===== config.mk =====
export PLATFORM = sky130hd
export DESIGN_NAME = oscd_top
export DESIGN_NICKNAME = d
export VERILOG_FILES = /design/src/hw/oscd_pkg.sv /design/src/hw/oscd_byte_if.sv /design/src/hw/oscd_shift.sv /design/src/hw/oscd_top.sv
export SDC_FILE = /design/constraint.sdc
export NUM_CORES = 1
export LEC_CHECK = 0
export ABC_AREA = 1
export BUFFER_PORTS_ARGS = -buffer_cell sky130_fd_sc_hd__buf_2
export CORE_MARGIN = 5
export CORE_UTILIZATION = 51
export CTS_CLUSTER_SIZE = 10
export DETAILED_ROUTE_END_ITERATION = 6
export PLACE_DENSITY = 0.88
export RECOVER_POWER = 50
export SETUP_SLACK_MARGIN = 0.05
export SLEW_MARGIN = 20
export SYNTH_ARGS = -nofsm -noshare
export SYNTH_HDL_FRONTEND = slang
export SYNTH_SLANG_ARGS = --single-unit

===== constraint.sdc =====
create_clock -name pclk -period 1.8 [get_ports pclk]
set_clock_uncertainty 0.15 [all_clocks]
set_input_delay 0.18 -clock pclk [delete_from_list [all_inputs] [get_ports pclk]]
set_output_delay 0.18 -clock pclk [all_outputs]
set_load 0.05 [all_outputs]

===== src/hw/oscd_pkg.sv =====
`default_nettype none
////////////////////////////////////////////////////////////////////////////////
package oscd_pkg;
	// Command opcodes
	localparam logic [7:0] OP_COL_WIN   = 8'h15;
	localparam logic [7:0] OP_ROW_WIN   = 8'h75;
	localparam logic [7:0] OP_CONTRAST  = 8'h81;
	localparam logic [7:0] OP_RANGE_Q   = 8'h84;
	localparam logic [7:0] OP_RANGE_F   = 8'h86;
	localparam logic [7:0] OP_REMAP     = 8'hA0;
	localparam logic [7:0] OP_START     = 8'hA1;
	localparam logic [7:0] OP_OFFSET    = 8'hA2;
	localparam logic [7:0] OP_MODE_NORM = 8'hA4;
	localparam logic [7:0] OP_MODE_INV  = 8'hA7;
	localparam logic [7:0] OP_MUX       = 8'hA8;
	localparam logic [7:0] OP_MASTER    = 8'hAD;
	localparam logic [7:0] OP_OFF       = 8'hAE;
	localparam logic [7:0] OP_ON        = 8'hAF;
	localparam logic [7:0] OP_PRECOMP   = 8'hB0;
	localparam logic [7:0] OP_PHASE     = 8'hB1;
	localparam logic [7:0] OP_NOP       = 8'hE3;
	// Reset values and limits
	localparam logic [5:0] COL_START_RST = 6'h00;
	localparam logic [5:0] COL_END_RST   = 6'h3F;
	localparam logic [6:0] ROW_START_RST = 7'h00;
	localparam logic [6:0] ROW_END_RST   = 7'h4F;
	localparam logic [6:0] LINE_MAX      = 7'h4F;
	localparam logic [6:0] CONTRAST_RST  = 7'h40;
	localparam logic [6:0] REMAP_RST     = 7'h00;
	localparam logic [6:0] REMAP_MASK    = 7'h57;
	localparam int         REMAP_VERT    = 2;
	localparam logic [6:0] LINE_RST      = 7'h00;
	localparam logic [6:0] MUX_MIN       = 7'h0F;
	localparam logic [6:0] MUX_LINES_RST = 7'h50;
	localparam logic       EXT_SUPPLY_RST = 1'b1;
	localparam int         MASTER_BIT    = 0;
	localparam logic [5:0] PRECOMP_RST   = 6'h08;
	localparam logic [3:0] PHASE1_RST    = 4'h3;
	localparam logic [3:0] PHASE2_RST    = 4'h5;
	localparam logic [3:0] PHASE_INVALID = 4'h0;
	localparam logic [1:0] RANGE_QUARTER = 2'h0;
	localparam logic [1:0] RANGE_FULL    = 2'h2;
	localparam logic [1:0] MODE_NORMAL   = 2'h0;
	localparam logic [2:0] LAST_BIT      = 3'h7;
	// Display-on delay before panel outputs switch on
	localparam int CLK_HZ       = 100000000;
	localparam int ON_DELAY_MS  = 100;
	localparam int ON_DELAY_CYC = CLK_HZ / 1000 * ON_DELAY_MS;
	// APB register map
	localparam logic [11:0] ADDR_STATUS = 12'h000;
	localparam logic [11:0] ADDR_WINDOW = 12'h004;
	localparam logic [11:0] ADDR_CONFIG = 12'h008;
	localparam logic [11:0] ADDR_LINES  = 12'h00C;
	localparam logic [11:0] ADDR_CTRL   = 12'h010;
	localparam int          CTRL_EN_BIT = 0;
	localparam logic [31:0] CTRL_RST    = 32'h0000_0001;
	// Command decoder states
	typedef enum logic [1:0] {
		DEC_OPCODE = 2'b00,
		DEC_PARAM1 = 2'b01,
		DEC_PARAM2 = 2'b10
	} oscd_dec_e;
endpackage : oscd_pkg
`default_nettype wire


===== src/hw/oscd_byte_if.sv =====
`default_nettype none
////////////////////////////////////////////////////////////////////////////////
// Received serial byte with its command/data flag
interface oscd_byte_if;
	logic       valid;
	logic [7:0] data;
	logic       dc;
	modport src (output valid, output data, output dc);
	modport dst (input valid, input data, input dc);
endinterface : oscd_byte_if
`default_nettype wire


===== src/hw/oscd_shift.sv =====
`default_nettype none
////////////////////////////////////////////////////////////////////////////////
module oscd_shift
	import oscd_pkg::*;
(
	// System
	input  wire logic pclk,
	input  wire logic presetn,
	// Serial pins
	input  wire logic chip_select_n,
	input  wire logic serial_clock_in,
	input  wire logic serial_data_in,
	input  wire logic cmd_data_sel,
	input  wire logic bus_mode_select,
	// Byte out
	oscd_byte_if.src  bif
);
	logic [4:0] meta_reg;
	logic [4:0] sync_reg;
	logic       sclk_d_reg;
	logic [7:0] shift_reg;
	logic [2:0] cnt_reg;

	// Pin decode after synchronisers
	wire cs_active = ~sync_reg[4] & ~sync_reg[0];
	wire sclk_rise = sync_reg[3] & ~sclk_d_reg;
	wire bit_take  = cs_active & sclk_rise;
	wire byte_end  = bit_take & (cnt_reg == LAST_BIT);

	// Two-stage synchronisers: {cs_n, sclk, serial_data_in, dc, mode}
	always_ff @(posedge pclk or negedge presetn)
	begin
		if (!presetn)
		begin
			meta_reg <= 5'h1F;
			sync_reg <= 5'h1F;
		end
		else
		begin
			meta_reg <= {chip_select_n, serial_clock_in, serial_data_in,
				cmd_data_sel, bus_mode_select};
			sync_reg <= meta_reg;
		end
	end

	// Shift MSB first on sclk rise while selected
	always_ff @(posedge pclk or negedge presetn)
	begin
		if (!presetn)
		begin
			sclk_d_reg <= 1'b1;
			shift_reg  <= 8'h00;
			cnt_reg    <= 3'h0;
		end
		else
		begin
			sclk_d_reg <= sync_reg[3];
			if (!cs_active)
				cnt_reg <= 3'h0;
			else if (bit_take)
			begin
				shift_reg <= {shift_reg[6:0], sync_reg[2]};
				cnt_reg   <= cnt_reg + 3'h1;
			end
		end
	end

	// Byte strobe, dc sampled with the eighth bit
	always_ff @(posedge pclk or negedge presetn)
	begin
		if (!presetn)
		begin
			bif.valid <= 1'b0;
			bif.data  <= 8'h00;
			bif.dc    <= 1'b0;
		end
		else
		begin
			bif.valid <= byte_end;
			if (byte_end)
			begin
				bif.data <= {shift_reg[6:0], sync_reg[2]};
				bif.dc   <= sync_reg[1];
			end
		end
	end
endmodule : oscd_shift
`default_nettype wire


===== src/hw/oscd_top.sv =====
`default_nettype none
////////////////////////////////////////////////////////////////////////////////
// What this block does
// - Command bytes arrive with dc low
// - Serial bytes accepted only while selected
// - D0 is serial clock, D1 data
// - 15h sets column window, reset 0..3Fh
// - 75h sets row window, reset 0..4Fh
// - 81h sets contrast, reset 40h
// - 84h-86h select current range, quarter reset
// - A0h bits 0-2 column, nibble, vertical
// - A0h bit4 common remap, bit6 split
// - A1h loads display start line
// - A2h sets vertical display offset
// - A4h-A7h select display mode
// - A8h sets multiplex ratio value plus one
// - ADh bit0 low selects external supply
// - Master config applies at display-on
// - AEh display off, AFh display on
// - B0h sets precharge compensation, reset 08h
// - B1h low nibble phase one length
// - Outputs enable 100ms after display-on
// - B1h high nibble phase two, zero invalid
// - Serial link is write-only
// - E3h changes nothing
module oscd_top
	import oscd_pkg::*;
#(
	parameter int ON_DELAY = ON_DELAY_CYC
)(
	// Clock and reset
	input  wire logic        pclk,
	input  wire logic        presetn,
	// APB slave
	input  wire logic [11:0] paddr,
	input  wire logic        psel,
	input  wire logic        penable,
	input  wire logic        pwrite,
	input  wire logic [31:0] pwdata,
	output logic      [31:0] prdata,
	output logic             pready,
	output logic             pslverr,
	// Serial pins
	input  wire logic        chip_select_n,
	input  wire logic        reset_low_pin_n,
	input  wire logic        bus_mode_select,
	input  wire logic        cmd_data_sel,
	input  wire logic        serial_clock_in,
	input  wire logic        serial_data_in,
	// Panel settings
	output logic      [5:0]  col_start,
	output logic      [5:0]  col_end,
	output logic      [6:0]  row_start,
	output logic      [6:0]  row_end,
	output logic      [6:0]  contrast,
	output logic      [1:0]  current_range,
	output logic      [6:0]  remap,
	output logic      [6:0]  start_line,
	output logic      [6:0]  display_offset,
	output logic      [1:0]  display_mode,
	output logic      [6:0]  mux_lines,
	output logic             ext_supply_n,
	output logic      [5:0]  precharge_comp,
	output logic      [3:0]  phase_one_length,
	output logic      [3:0]  phase_two_length,
	output logic             display_on,
	output logic             segment_common_outputs,
	// Display memory write port
	output logic             mem_we,
	output logic      [5:0]  mem_col,
	output logic      [6:0]  mem_row,
	output logic      [7:0]  mem_data
);
	localparam int CNT_W = $clog2(ON_DELAY + 1);
	localparam logic [CNT_W-1:0] CNT_LOAD = CNT_W'(ON_DELAY);
	localparam logic [CNT_W-1:0] CNT_ONE  = CNT_W'(1);

	oscd_byte_if bif ();

	logic             rstn_meta_reg;
	logic             rstn_sync_reg;
	oscd_dec_e        state_reg;
	oscd_dec_e        state_next;
	logic [7:0]       op_reg;
	logic             ext_pend_reg;
	logic [CNT_W-1:0] on_cnt_reg;
	logic [5:0]       col_ptr_reg;
	logic [6:0]       row_ptr_reg;
	logic [31:0]      ctrl_reg;

	////////////////////////////////////////////////////////////////////////
	// Serial byte receiver
	oscd_shift u_shift (
		.pclk            (pclk),
		.presetn         (presetn),
		.chip_select_n   (chip_select_n),
		.serial_clock_in (serial_clock_in),
		.serial_data_in  (serial_data_in),
		.cmd_data_sel    (cmd_data_sel),
		.bus_mode_select (bus_mode_select),
		.bif             (bif.src)
	);

	// Reset pin synchroniser; low level reloads all settings
	always_ff @(posedge pclk or negedge presetn)
	begin
		if (!presetn)
		begin
			rstn_meta_reg <= 1'b0;
			rstn_sync_reg <= 1'b0;
		end
		else
		begin
			rstn_meta_reg <= reset_low_pin_n;
			rstn_sync_reg <= rstn_meta_reg;
		end
	end

	////////////////////////////////////////////////////////////////////////
	// Byte classification
	wire       rst_cmd   = ~rstn_sync_reg;
	wire       byte_ok   = bif.valid & ctrl_reg[CTRL_EN_BIT];
	wire       cmd_take  = byte_ok & ~bif.dc;
	wire       dat_take  = byte_ok & bif.dc;
	wire [7:0] b         = bif.data;
	wire       op_take   = cmd_take & (state_reg == DEC_OPCODE);
	wire       p1_take   = cmd_take & (state_reg == DEC_PARAM1);
	wire       p2_take   = cmd_take & (state_reg == DEC_PARAM2);
	wire       two_par   = (b == OP_COL_WIN) | (b == OP_ROW_WIN);
	wire       one_par   = (b == OP_CONTRAST) | (b == OP_REMAP) | (b == OP_START)
		| (b == OP_OFFSET) | (b == OP_MUX) | (b == OP_MASTER)
		| (b == OP_PRECOMP) | (b == OP_PHASE);
	wire       on_cmd    = op_take & (b == OP_ON);
	wire       off_cmd   = op_take & (b == OP_OFF);
	wire       range_cmd = op_take & (b >= OP_RANGE_Q) & (b <= OP_RANGE_F);
	wire       mode_cmd  = op_take & (b >= OP_MODE_NORM) & (b <= OP_MODE_INV);
	wire       line_ok   = b[6:0] <= LINE_MAX;
	wire       mux_ok    = (b[6:0] >= MUX_MIN) & line_ok;

	// Parameter bytes of one opcode
	wire par_col1 = p1_take & (op_reg == OP_COL_WIN);
	wire par_col2 = p2_take & (op_reg == OP_COL_WIN);
	wire par_row1 = p1_take & (op_reg == OP_ROW_WIN) & line_ok;
	wire par_row2 = p2_take & (op_reg == OP_ROW_WIN) & line_ok;
	wire par_one  = p1_take & (op_reg != OP_COL_WIN) & (op_reg != OP_ROW_WIN);
	wire two_par_op = (op_reg == OP_COL_WIN) | (op_reg == OP_ROW_WIN);

	// Decoder state sequence
	always_comb
	begin
		state_next = state_reg;
		unique case (state_reg)
			DEC_OPCODE:
				if (op_take && (two_par || one_par))
					state_next = DEC_PARAM1;
			DEC_PARAM1:
				if (p1_take)
					state_next = two_par_op ? DEC_PARAM2 : DEC_OPCODE;
			DEC_PARAM2:
				if (p2_take)
					state_next = DEC_OPCODE;
			default:
				state_next = DEC_OPCODE;
		endcase
	end

	always_ff @(posedge pclk or negedge presetn)
	begin
		if (!presetn)
		begin
			state_reg <= DEC_OPCODE;
			op_reg    <= OP_NOP;
		end
		else if (rst_cmd)
			state_reg <= DEC_OPCODE;
		else
		begin
			state_reg <= state_next;
			if (op_take)
				op_reg <= b;
		end
	end

	////////////////////////////////////////////////////////////////////////
	// Address windows; the reset pin reloads them synchronously
	always_ff @(posedge pclk or negedge presetn)
	begin
		if (!presetn)
		begin
			col_start <= COL_START_RST;
			col_end   <= COL_END_RST;
			row_start <= ROW_START_RST;
			row_end   <= ROW_END_RST;
		end
		else if (rst_cmd)
		begin
			col_start <= COL_START_RST;
			col_end   <= COL_END_RST;
			row_start <= ROW_START_RST;
			row_end   <= ROW_END_RST;
		end
		else
		begin
			if (par_col1)
				col_start <= b[5:0];
			if (par_col2)
				col_end <= b[5:0];
			if (par_row1)
				row_start <= b[6:0];
			if (par_row2)
				row_end <= b[6:0];
		end
	end

	// Drive and geometry settings
	always_ff @(posedge pclk or negedge presetn)
	begin
		if (!presetn)
		begin
			contrast       <= CONTRAST_RST;
			current_range  <= RANGE_QUARTER;
			remap          <= REMAP_RST;
			start_line     <= LINE_RST;
			display_offset <= LINE_RST;
			display_mode   <= MODE_NORMAL;
			mux_lines      <= MUX_LINES_RST;
			precharge_comp <= PRECOMP_RST;
		end
		else if (rst_cmd)
		begin
			contrast       <= CONTRAST_RST;
			current_range  <= RANGE_QUARTER;
			remap          <= REMAP_RST;
			start_line     <= LINE_RST;
			display_offset <= LINE_RST;
			display_mode   <= MODE_NORMAL;
			mux_lines      <= MUX_LINES_RST;
			precharge_comp <= PRECOMP_RST;
		end
		else
		begin
			if (par_one && op_reg == OP_CONTRAST)
				contrast <= b[6:0];
			if (range_cmd)
				current_range <= b[1:0];
			if (par_one && op_reg == OP_REMAP)
				remap <= b[6:0] & REMAP_MASK;
			if (par_one && op_reg == OP_START && line_ok)
				start_line <= b[6:0];
			if (par_one && op_reg == OP_OFFSET && line_ok)
				display_offset <= b[6:0];
			if (mode_cmd)
				display_mode <= b[1:0];
			if (par_one && op_reg == OP_MUX && mux_ok)
				mux_lines <= b[6:0] + 7'h01;
			if (par_one && op_reg == OP_PRECOMP)
				precharge_comp <= b[5:0];
		end
	end

	// Phase lengths; a zero nibble is refused
	always_ff @(posedge pclk or negedge presetn)
	begin
		if (!presetn)
		begin
			phase_one_length <= PHASE1_RST;
			phase_two_length <= PHASE2_RST;
		end
		else if (rst_cmd)
		begin
			phase_one_length <= PHASE1_RST;
			phase_two_length <= PHASE2_RST;
		end
		else if (par_one && op_reg == OP_PHASE)
		begin
			if (b[3:0] != PHASE_INVALID)
				phase_one_length <= b[3:0];
			if (b[7:4] != PHASE_INVALID)
				phase_two_length <= b[7:4];
		end
	end

	////////////////////////////////////////////////////////////////////////
	// Master configuration held pending until display-on
	always_ff @(posedge pclk or negedge presetn)
	begin
		if (!presetn)
		begin
			ext_pend_reg <= EXT_SUPPLY_RST;
			ext_supply_n <= EXT_SUPPLY_RST;
		end
		else if (rst_cmd)
		begin
			ext_pend_reg <= EXT_SUPPLY_RST;
			ext_supply_n <= EXT_SUPPLY_RST;
		end
		else
		begin
			if (par_one && op_reg == OP_MASTER)
				ext_pend_reg <= b[MASTER_BIT];
			if (on_cmd)
				ext_supply_n <= ext_pend_reg;
		end
	end

	// Display on/off and delayed output enable
	always_ff @(posedge pclk or negedge presetn)
	begin
		if (!presetn)
		begin
			display_on             <= 1'b0;
			segment_common_outputs <= 1'b0;
			on_cnt_reg             <= '0;
		end
		else if (rst_cmd || off_cmd)
		begin
			display_on             <= 1'b0;
			segment_common_outputs <= 1'b0;
			on_cnt_reg             <= '0;
		end
		else if (on_cmd && !display_on)
		begin
			display_on <= 1'b1;
			on_cnt_reg <= CNT_LOAD;
		end
		else if (on_cnt_reg != '0)
		begin
			on_cnt_reg <= on_cnt_reg - CNT_ONE;
			if (on_cnt_reg == CNT_ONE)
				segment_common_outputs <= 1'b1;
		end
	end

	////////////////////////////////////////////////////////////////////////
	// Memory pointer advance within the window
	wire       vert     = remap[REMAP_VERT];
	wire       col_last = col_ptr_reg == col_end;
	wire       row_last = row_ptr_reg == row_end;
	wire [5:0] col_inc  = col_last ? col_start : col_ptr_reg + 6'h01;
	wire [6:0] row_inc  = row_last ? row_start : row_ptr_reg + 7'h01;
	wire [5:0] col_nx   = (!vert || row_last) ? col_inc : col_ptr_reg;
	wire [6:0] row_nx   = (vert || col_last) ? row_inc : row_ptr_reg;

	always_ff @(posedge pclk or negedge presetn)
	begin
		if (!presetn)
		begin
			col_ptr_reg <= COL_START_RST;
			row_ptr_reg <= ROW_START_RST;
		end
		else if (rst_cmd)
		begin
			col_ptr_reg <= COL_START_RST;
			row_ptr_reg <= ROW_START_RST;
		end
		else if (par_col1)
			col_ptr_reg <= b[5:0];
		else if (par_row1)
			row_ptr_reg <= b[6:0];
		else if (dat_take)
		begin
			col_ptr_reg <= col_nx;
			row_ptr_reg <= row_nx;
		end
	end

	// Display memory write strobe
	always_ff @(posedge pclk or negedge presetn)
	begin
		if (!presetn)
		begin
			mem_we   <= 1'b0;
			mem_col  <= COL_START_RST;
			mem_row  <= ROW_START_RST;
			mem_data <= 8'h00;
		end
		else
		begin
			mem_we <= dat_take;
			if (dat_take)
			begin
				mem_col  <= col_ptr_reg;
				mem_row  <= row_ptr_reg;
				mem_data <= b;
			end
		end
	end

	////////////////////////////////////////////////////////////////////////
	// APB decode; serial side has no read path, APB gives read-back
	wire        setup  = psel & ~penable;
	wire        hit_st = paddr == ADDR_STATUS;
	wire        hit_wn = paddr == ADDR_WINDOW;
	wire        hit_cf = paddr == ADDR_CONFIG;
	wire        hit_ln = paddr == ADDR_LINES;
	wire        hit_ct = paddr == ADDR_CTRL;
	wire        mapped = hit_st | hit_wn | hit_cf | hit_ln | hit_ct;
	wire        wr_acc = psel & penable & pready & pwrite & ~pslverr;
	wire [31:0] st_w   = {22'h0, state_reg, ext_pend_reg, ext_supply_n,
		display_mode, current_range, segment_common_outputs, display_on};
	wire [31:0] wn_w   = {6'h00, row_end, row_start, col_end, col_start};
	wire [31:0] cf_w   = {4'h0, contrast, remap, phase_two_length,
		phase_one_length, precharge_comp};
	wire [31:0] ln_w   = {11'h000, mux_lines, display_offset, start_line};
	wire [31:0] rd_w   = hit_st ? st_w : hit_wn ? wn_w : hit_cf ? cf_w
		: hit_ln ? ln_w : hit_ct ? ctrl_reg : 32'h0000_0000;

	// APB answer in the first access cycle
	always_ff @(posedge pclk or negedge presetn)
	begin
		if (!presetn)
		begin
			pready  <= 1'b0;
			pslverr <= 1'b0;
			prdata  <= 32'h0000_0000;
		end
		else
		begin
			pready  <= setup;
			pslverr <= setup & ~mapped;
			if (setup && !pwrite)
				prdata <= rd_w;
		end
	end

	// Control register: bit 0 enables byte acceptance
	always_ff @(posedge pclk or negedge presetn)
	begin
		if (!presetn)
			ctrl_reg <= CTRL_RST;
		else if (wr_acc && hit_ct)
			ctrl_reg <= pwdata & CTRL_RST;
	end
endmodule : oscd_top
`default_nettype wire


==> results.yml <==
finish:
  layout-drive-gt1-share_pct: 36.2
  diodes: 0
  area_growth_pct: 39.0
  largest_register_ffs: 28
  num-nets-final: 1777
  fin_cells: 2007
  fillCellCount: 1423
synthesis:
  ys_types: 46
  ys_ff_latch: 214
  avgSynthCellArea_um2: 7.95
  synth_warnings: 0
  netlist_instances: 1370
  ys_seq_area_share_pct: 49.6
  synth_area_mm2: 0.0109
cts:
  cts_root_buffer: "clkbuf_16"
  path_clk_slew_ns: 0.06
  cts_made_buffers: 26
  clock-sinks: 214
  htree_levels: 1
  clock_path_buffers: 3
  cts_tree: "done"
  clock_latency_ns: 0.53
timing:
  setup_viol: 73
  fin_ws_ns: -0.155
  relSlewSlack_pct: 36.9
  fmax_mhz: 511
  drv_slew: 0
  min_period_over_period_pct: 109
  whs_ns: -0.00545
  period_minus_slack_ns: 1.96
  finalHoldViolCount: 2
  worst_slew_pin_slew_ns: 0.947
  rsz0062_at_grt: "true"
die:
  io_pins: 193
  rows: 53
  coreArea_mm2: 0.0210
  dieHeight_um: 156
  initial_core_util_pct: 51.8
  dieArea_mm2: 0.0244
  die_w_um: 156
critical_path:
  startpoint_type: "flop"
  r2r_slack_ns: -0.16
  crit_path_end: "precharge_comp[0]"
  rr_worst_depth: 9
  startpoint: "op_reg[0]"
  path_max_fanout: 9
  rr_endpoint: "precharge_comp[0]"
  arrival_ns: 2.24
  r2r-start: "op_reg[0]"
  crit_required_ns: 2.08
  path_class: "reg2reg"
  crit_path_end_kind: "flop"
global_route:
  grt-ovfl-total: 0
  antenna_found_initial: 0
  grt_max_degree: 47
  grt_pass1_wl_mm: 57.0
  grt_pass1_vias: 10900
  grt_use_total_pct: 29.5
routing:
  ant_nets: 0
  via_per_inst: 5.80
  firstDrtPassIters: 7
  drcViolationCount: 0
  drt_wl_total_mm: 40.3
  initialDrtViolationCount: 1431
  vias: 11600
  wl_per_cell_um: 20.1
power_and_ir_drop:
  powerDensity_mw_per_mm2: 999
  irDropWorstVdd_mv: 0.733
  leakagePower_uw: 0.00771
placed_design:
  dp_hpwl_mm: 26.8
  dp_cells: 1898
  io_buffers: 155
  finalWeightedCongestion: 1.01
  pre_cts_ws_ns: -0.112
min_path:
  hp-class: "in2reg"
outcome:
  status: "finished with violations"
  violations: "negative hold slack, negative setup slack"
job:
  drv_cap: 0
## how the worst min path moves through the flow
| stage | start | endpoint | slack, ns | depth (start not counted) |
|---|---|---|---|---|
| final | paddr[5] | ctrl_reg[0] | -0.005 | 6 |
| after global routing | paddr[5] | ctrl_reg[0] | 0.03 | 6 |
| after CTS | paddr[5] | ctrl_reg[0] | 0.001 | 6 |
| after detailed placement | presetn | start_line[2] | 0.01 | 1 |
| after global placement | presetn | start_line[0] | 0.02 | 1 |
| after floorplan | presetn | col_ptr_reg[0] | -0.27 | 0 |
## worst max-delay path, cell delays in order, from the launching register on
cell,delay (ns)
dfstp_2,0.57
nand2_4,0.07
nor2_4,0.17
nand3_4,0.16
nand3_4,0.17
clkinv_4,0.12
buf_4,0.16
nand2_4,0.12
nand3_1,0.08
o21ai_0,0.10
## cell usage in the layout (no fill, tap or decap), drive strengths merged, types with 12 or more instances in the layout
cell,Yosys,layout
nand4,12,12
buf,29,326
dfrtp,176,176
inv,143,140
clkbuf,12,55
nand2,413,413
nand3,186,186
dlygate4sd3,0,14
nor3,15,15
o21ai,119,119
dfstp,38,38
a21oi,30,30
nor2,124,124
o21a,13,13
## cell usage after synthesis, drive strengths merged
master | count | area share, %
nand3 | 186 | 9.1
nor3b | 2 | 0.14
nor2 | 124 | 5.2
inv | 143 | 4.9
o21bai | 1 | 0.069
nand2 | 413 | 15
buf | 29 | 1.8
dfstp | 38 | 9.2
o2111a | 1 | 0.10
nand3b | 2 | 0.14
o211ai | 6 | 0.41
a22o | 3 | 0.24
clkbuf | 12 | 0.41
nand4 | 12 | 0.69
o21ai | 119 | 5.6
ha | 10 | 1.1
o31ai | 2 | 0.14
nor3 | 15 | 0.78
nor4 | 2 | 0.11
o21a | 13 | 0.90
xor2 | 10 | 0.80
o2111ai | 1 | 0.080
dfrtp | 176 | 40
o22ai | 11 | 0.63
xnor2 | 4 | 0.32
clkinv | 2 | 0.069
or2 | 1 | 0.057
conb | 1 | 0.034
a21oi | 30 | 1.4
and2 | 1 | 0.080
## cells by family (layout without fill, tap and decap cells)
logic type               Yosys count  in the layout  share of synthesized area [%]
adder cells (fa/ha/maj)           10             10                           1.15
flip-flops                       214            214                           49.6
buffers and inverters            186            543                           7.16
AND/OR/NAND/NOR                  758            758                           31.4
XOR/XNOR                          14             14                           1.13
AO/OA/AOI/OAI                    187            187                           9.59
other                              1              6                         0.0344
## per-layer routing
metal  share of wire [%]  global-route usage [%]
met5                   0                       0
met4                 7.0                    16.9
met3                  11                    6.99
met2                  47                    46.9
met1                  35                    37.2
## final cells by class
type / count / area [um2] / area share [%]
timing repair inverter: 1 / 7.51 / 0.0496
clock buffer: 46 / 767 / 5.06
tap: 275 / 344 / 2.27
inverter: 145 / 569 / 3.76
timing repair buffer: 349 / 2510 / 16.6
multi-input combinational: 975 / 5500 / 36.3
clock inverter: 2 / 37.5 / 0.248
sequential: 214 / 5410 / 35.7
## where the power goes
| part | switching (uW) | internal (uW) | leakage (uW) |
|---|---|---|---|
| combinational | 2820 | 1680 | 0.00453 |
| clock | 2020 | 3000 | 0.000381 |
| sequential | 384 | 5230 | 0.00280 |
## through the flow
stage | hold slack [ns] | utilization (%) | setup TNS (ns) | cell area [um2] | power, uW
detailed placement | 0.0118 | 61.5 | -3.59 | 12900 | 9450
global placement | 0.0153 | 61.5 | -1.32 | 12900 | 9290
global route | 0.0280 | 72.1 | -10.88 | 15100 | 15900
CTS | 0.00103 | 67.6 | -0.232 | 14200 | 14600
finish | -0.00545 | 72.1 | -3.77 | 15100 | 15100
floorplan | -0.266 | - | -0.409 | 10900 | 8190
## repair_timing
item	4_1_cts	5_1_grt
pin swaps	22	33
endpoints found under the setup margin	98	143
hold endpoints to repair	192	0
gates resized for setup	71	187
setup buffers	12	33
gates cloned	0	4
hold buffers	14	0
No activity file was read; power rests on OpenSTA's default activity.
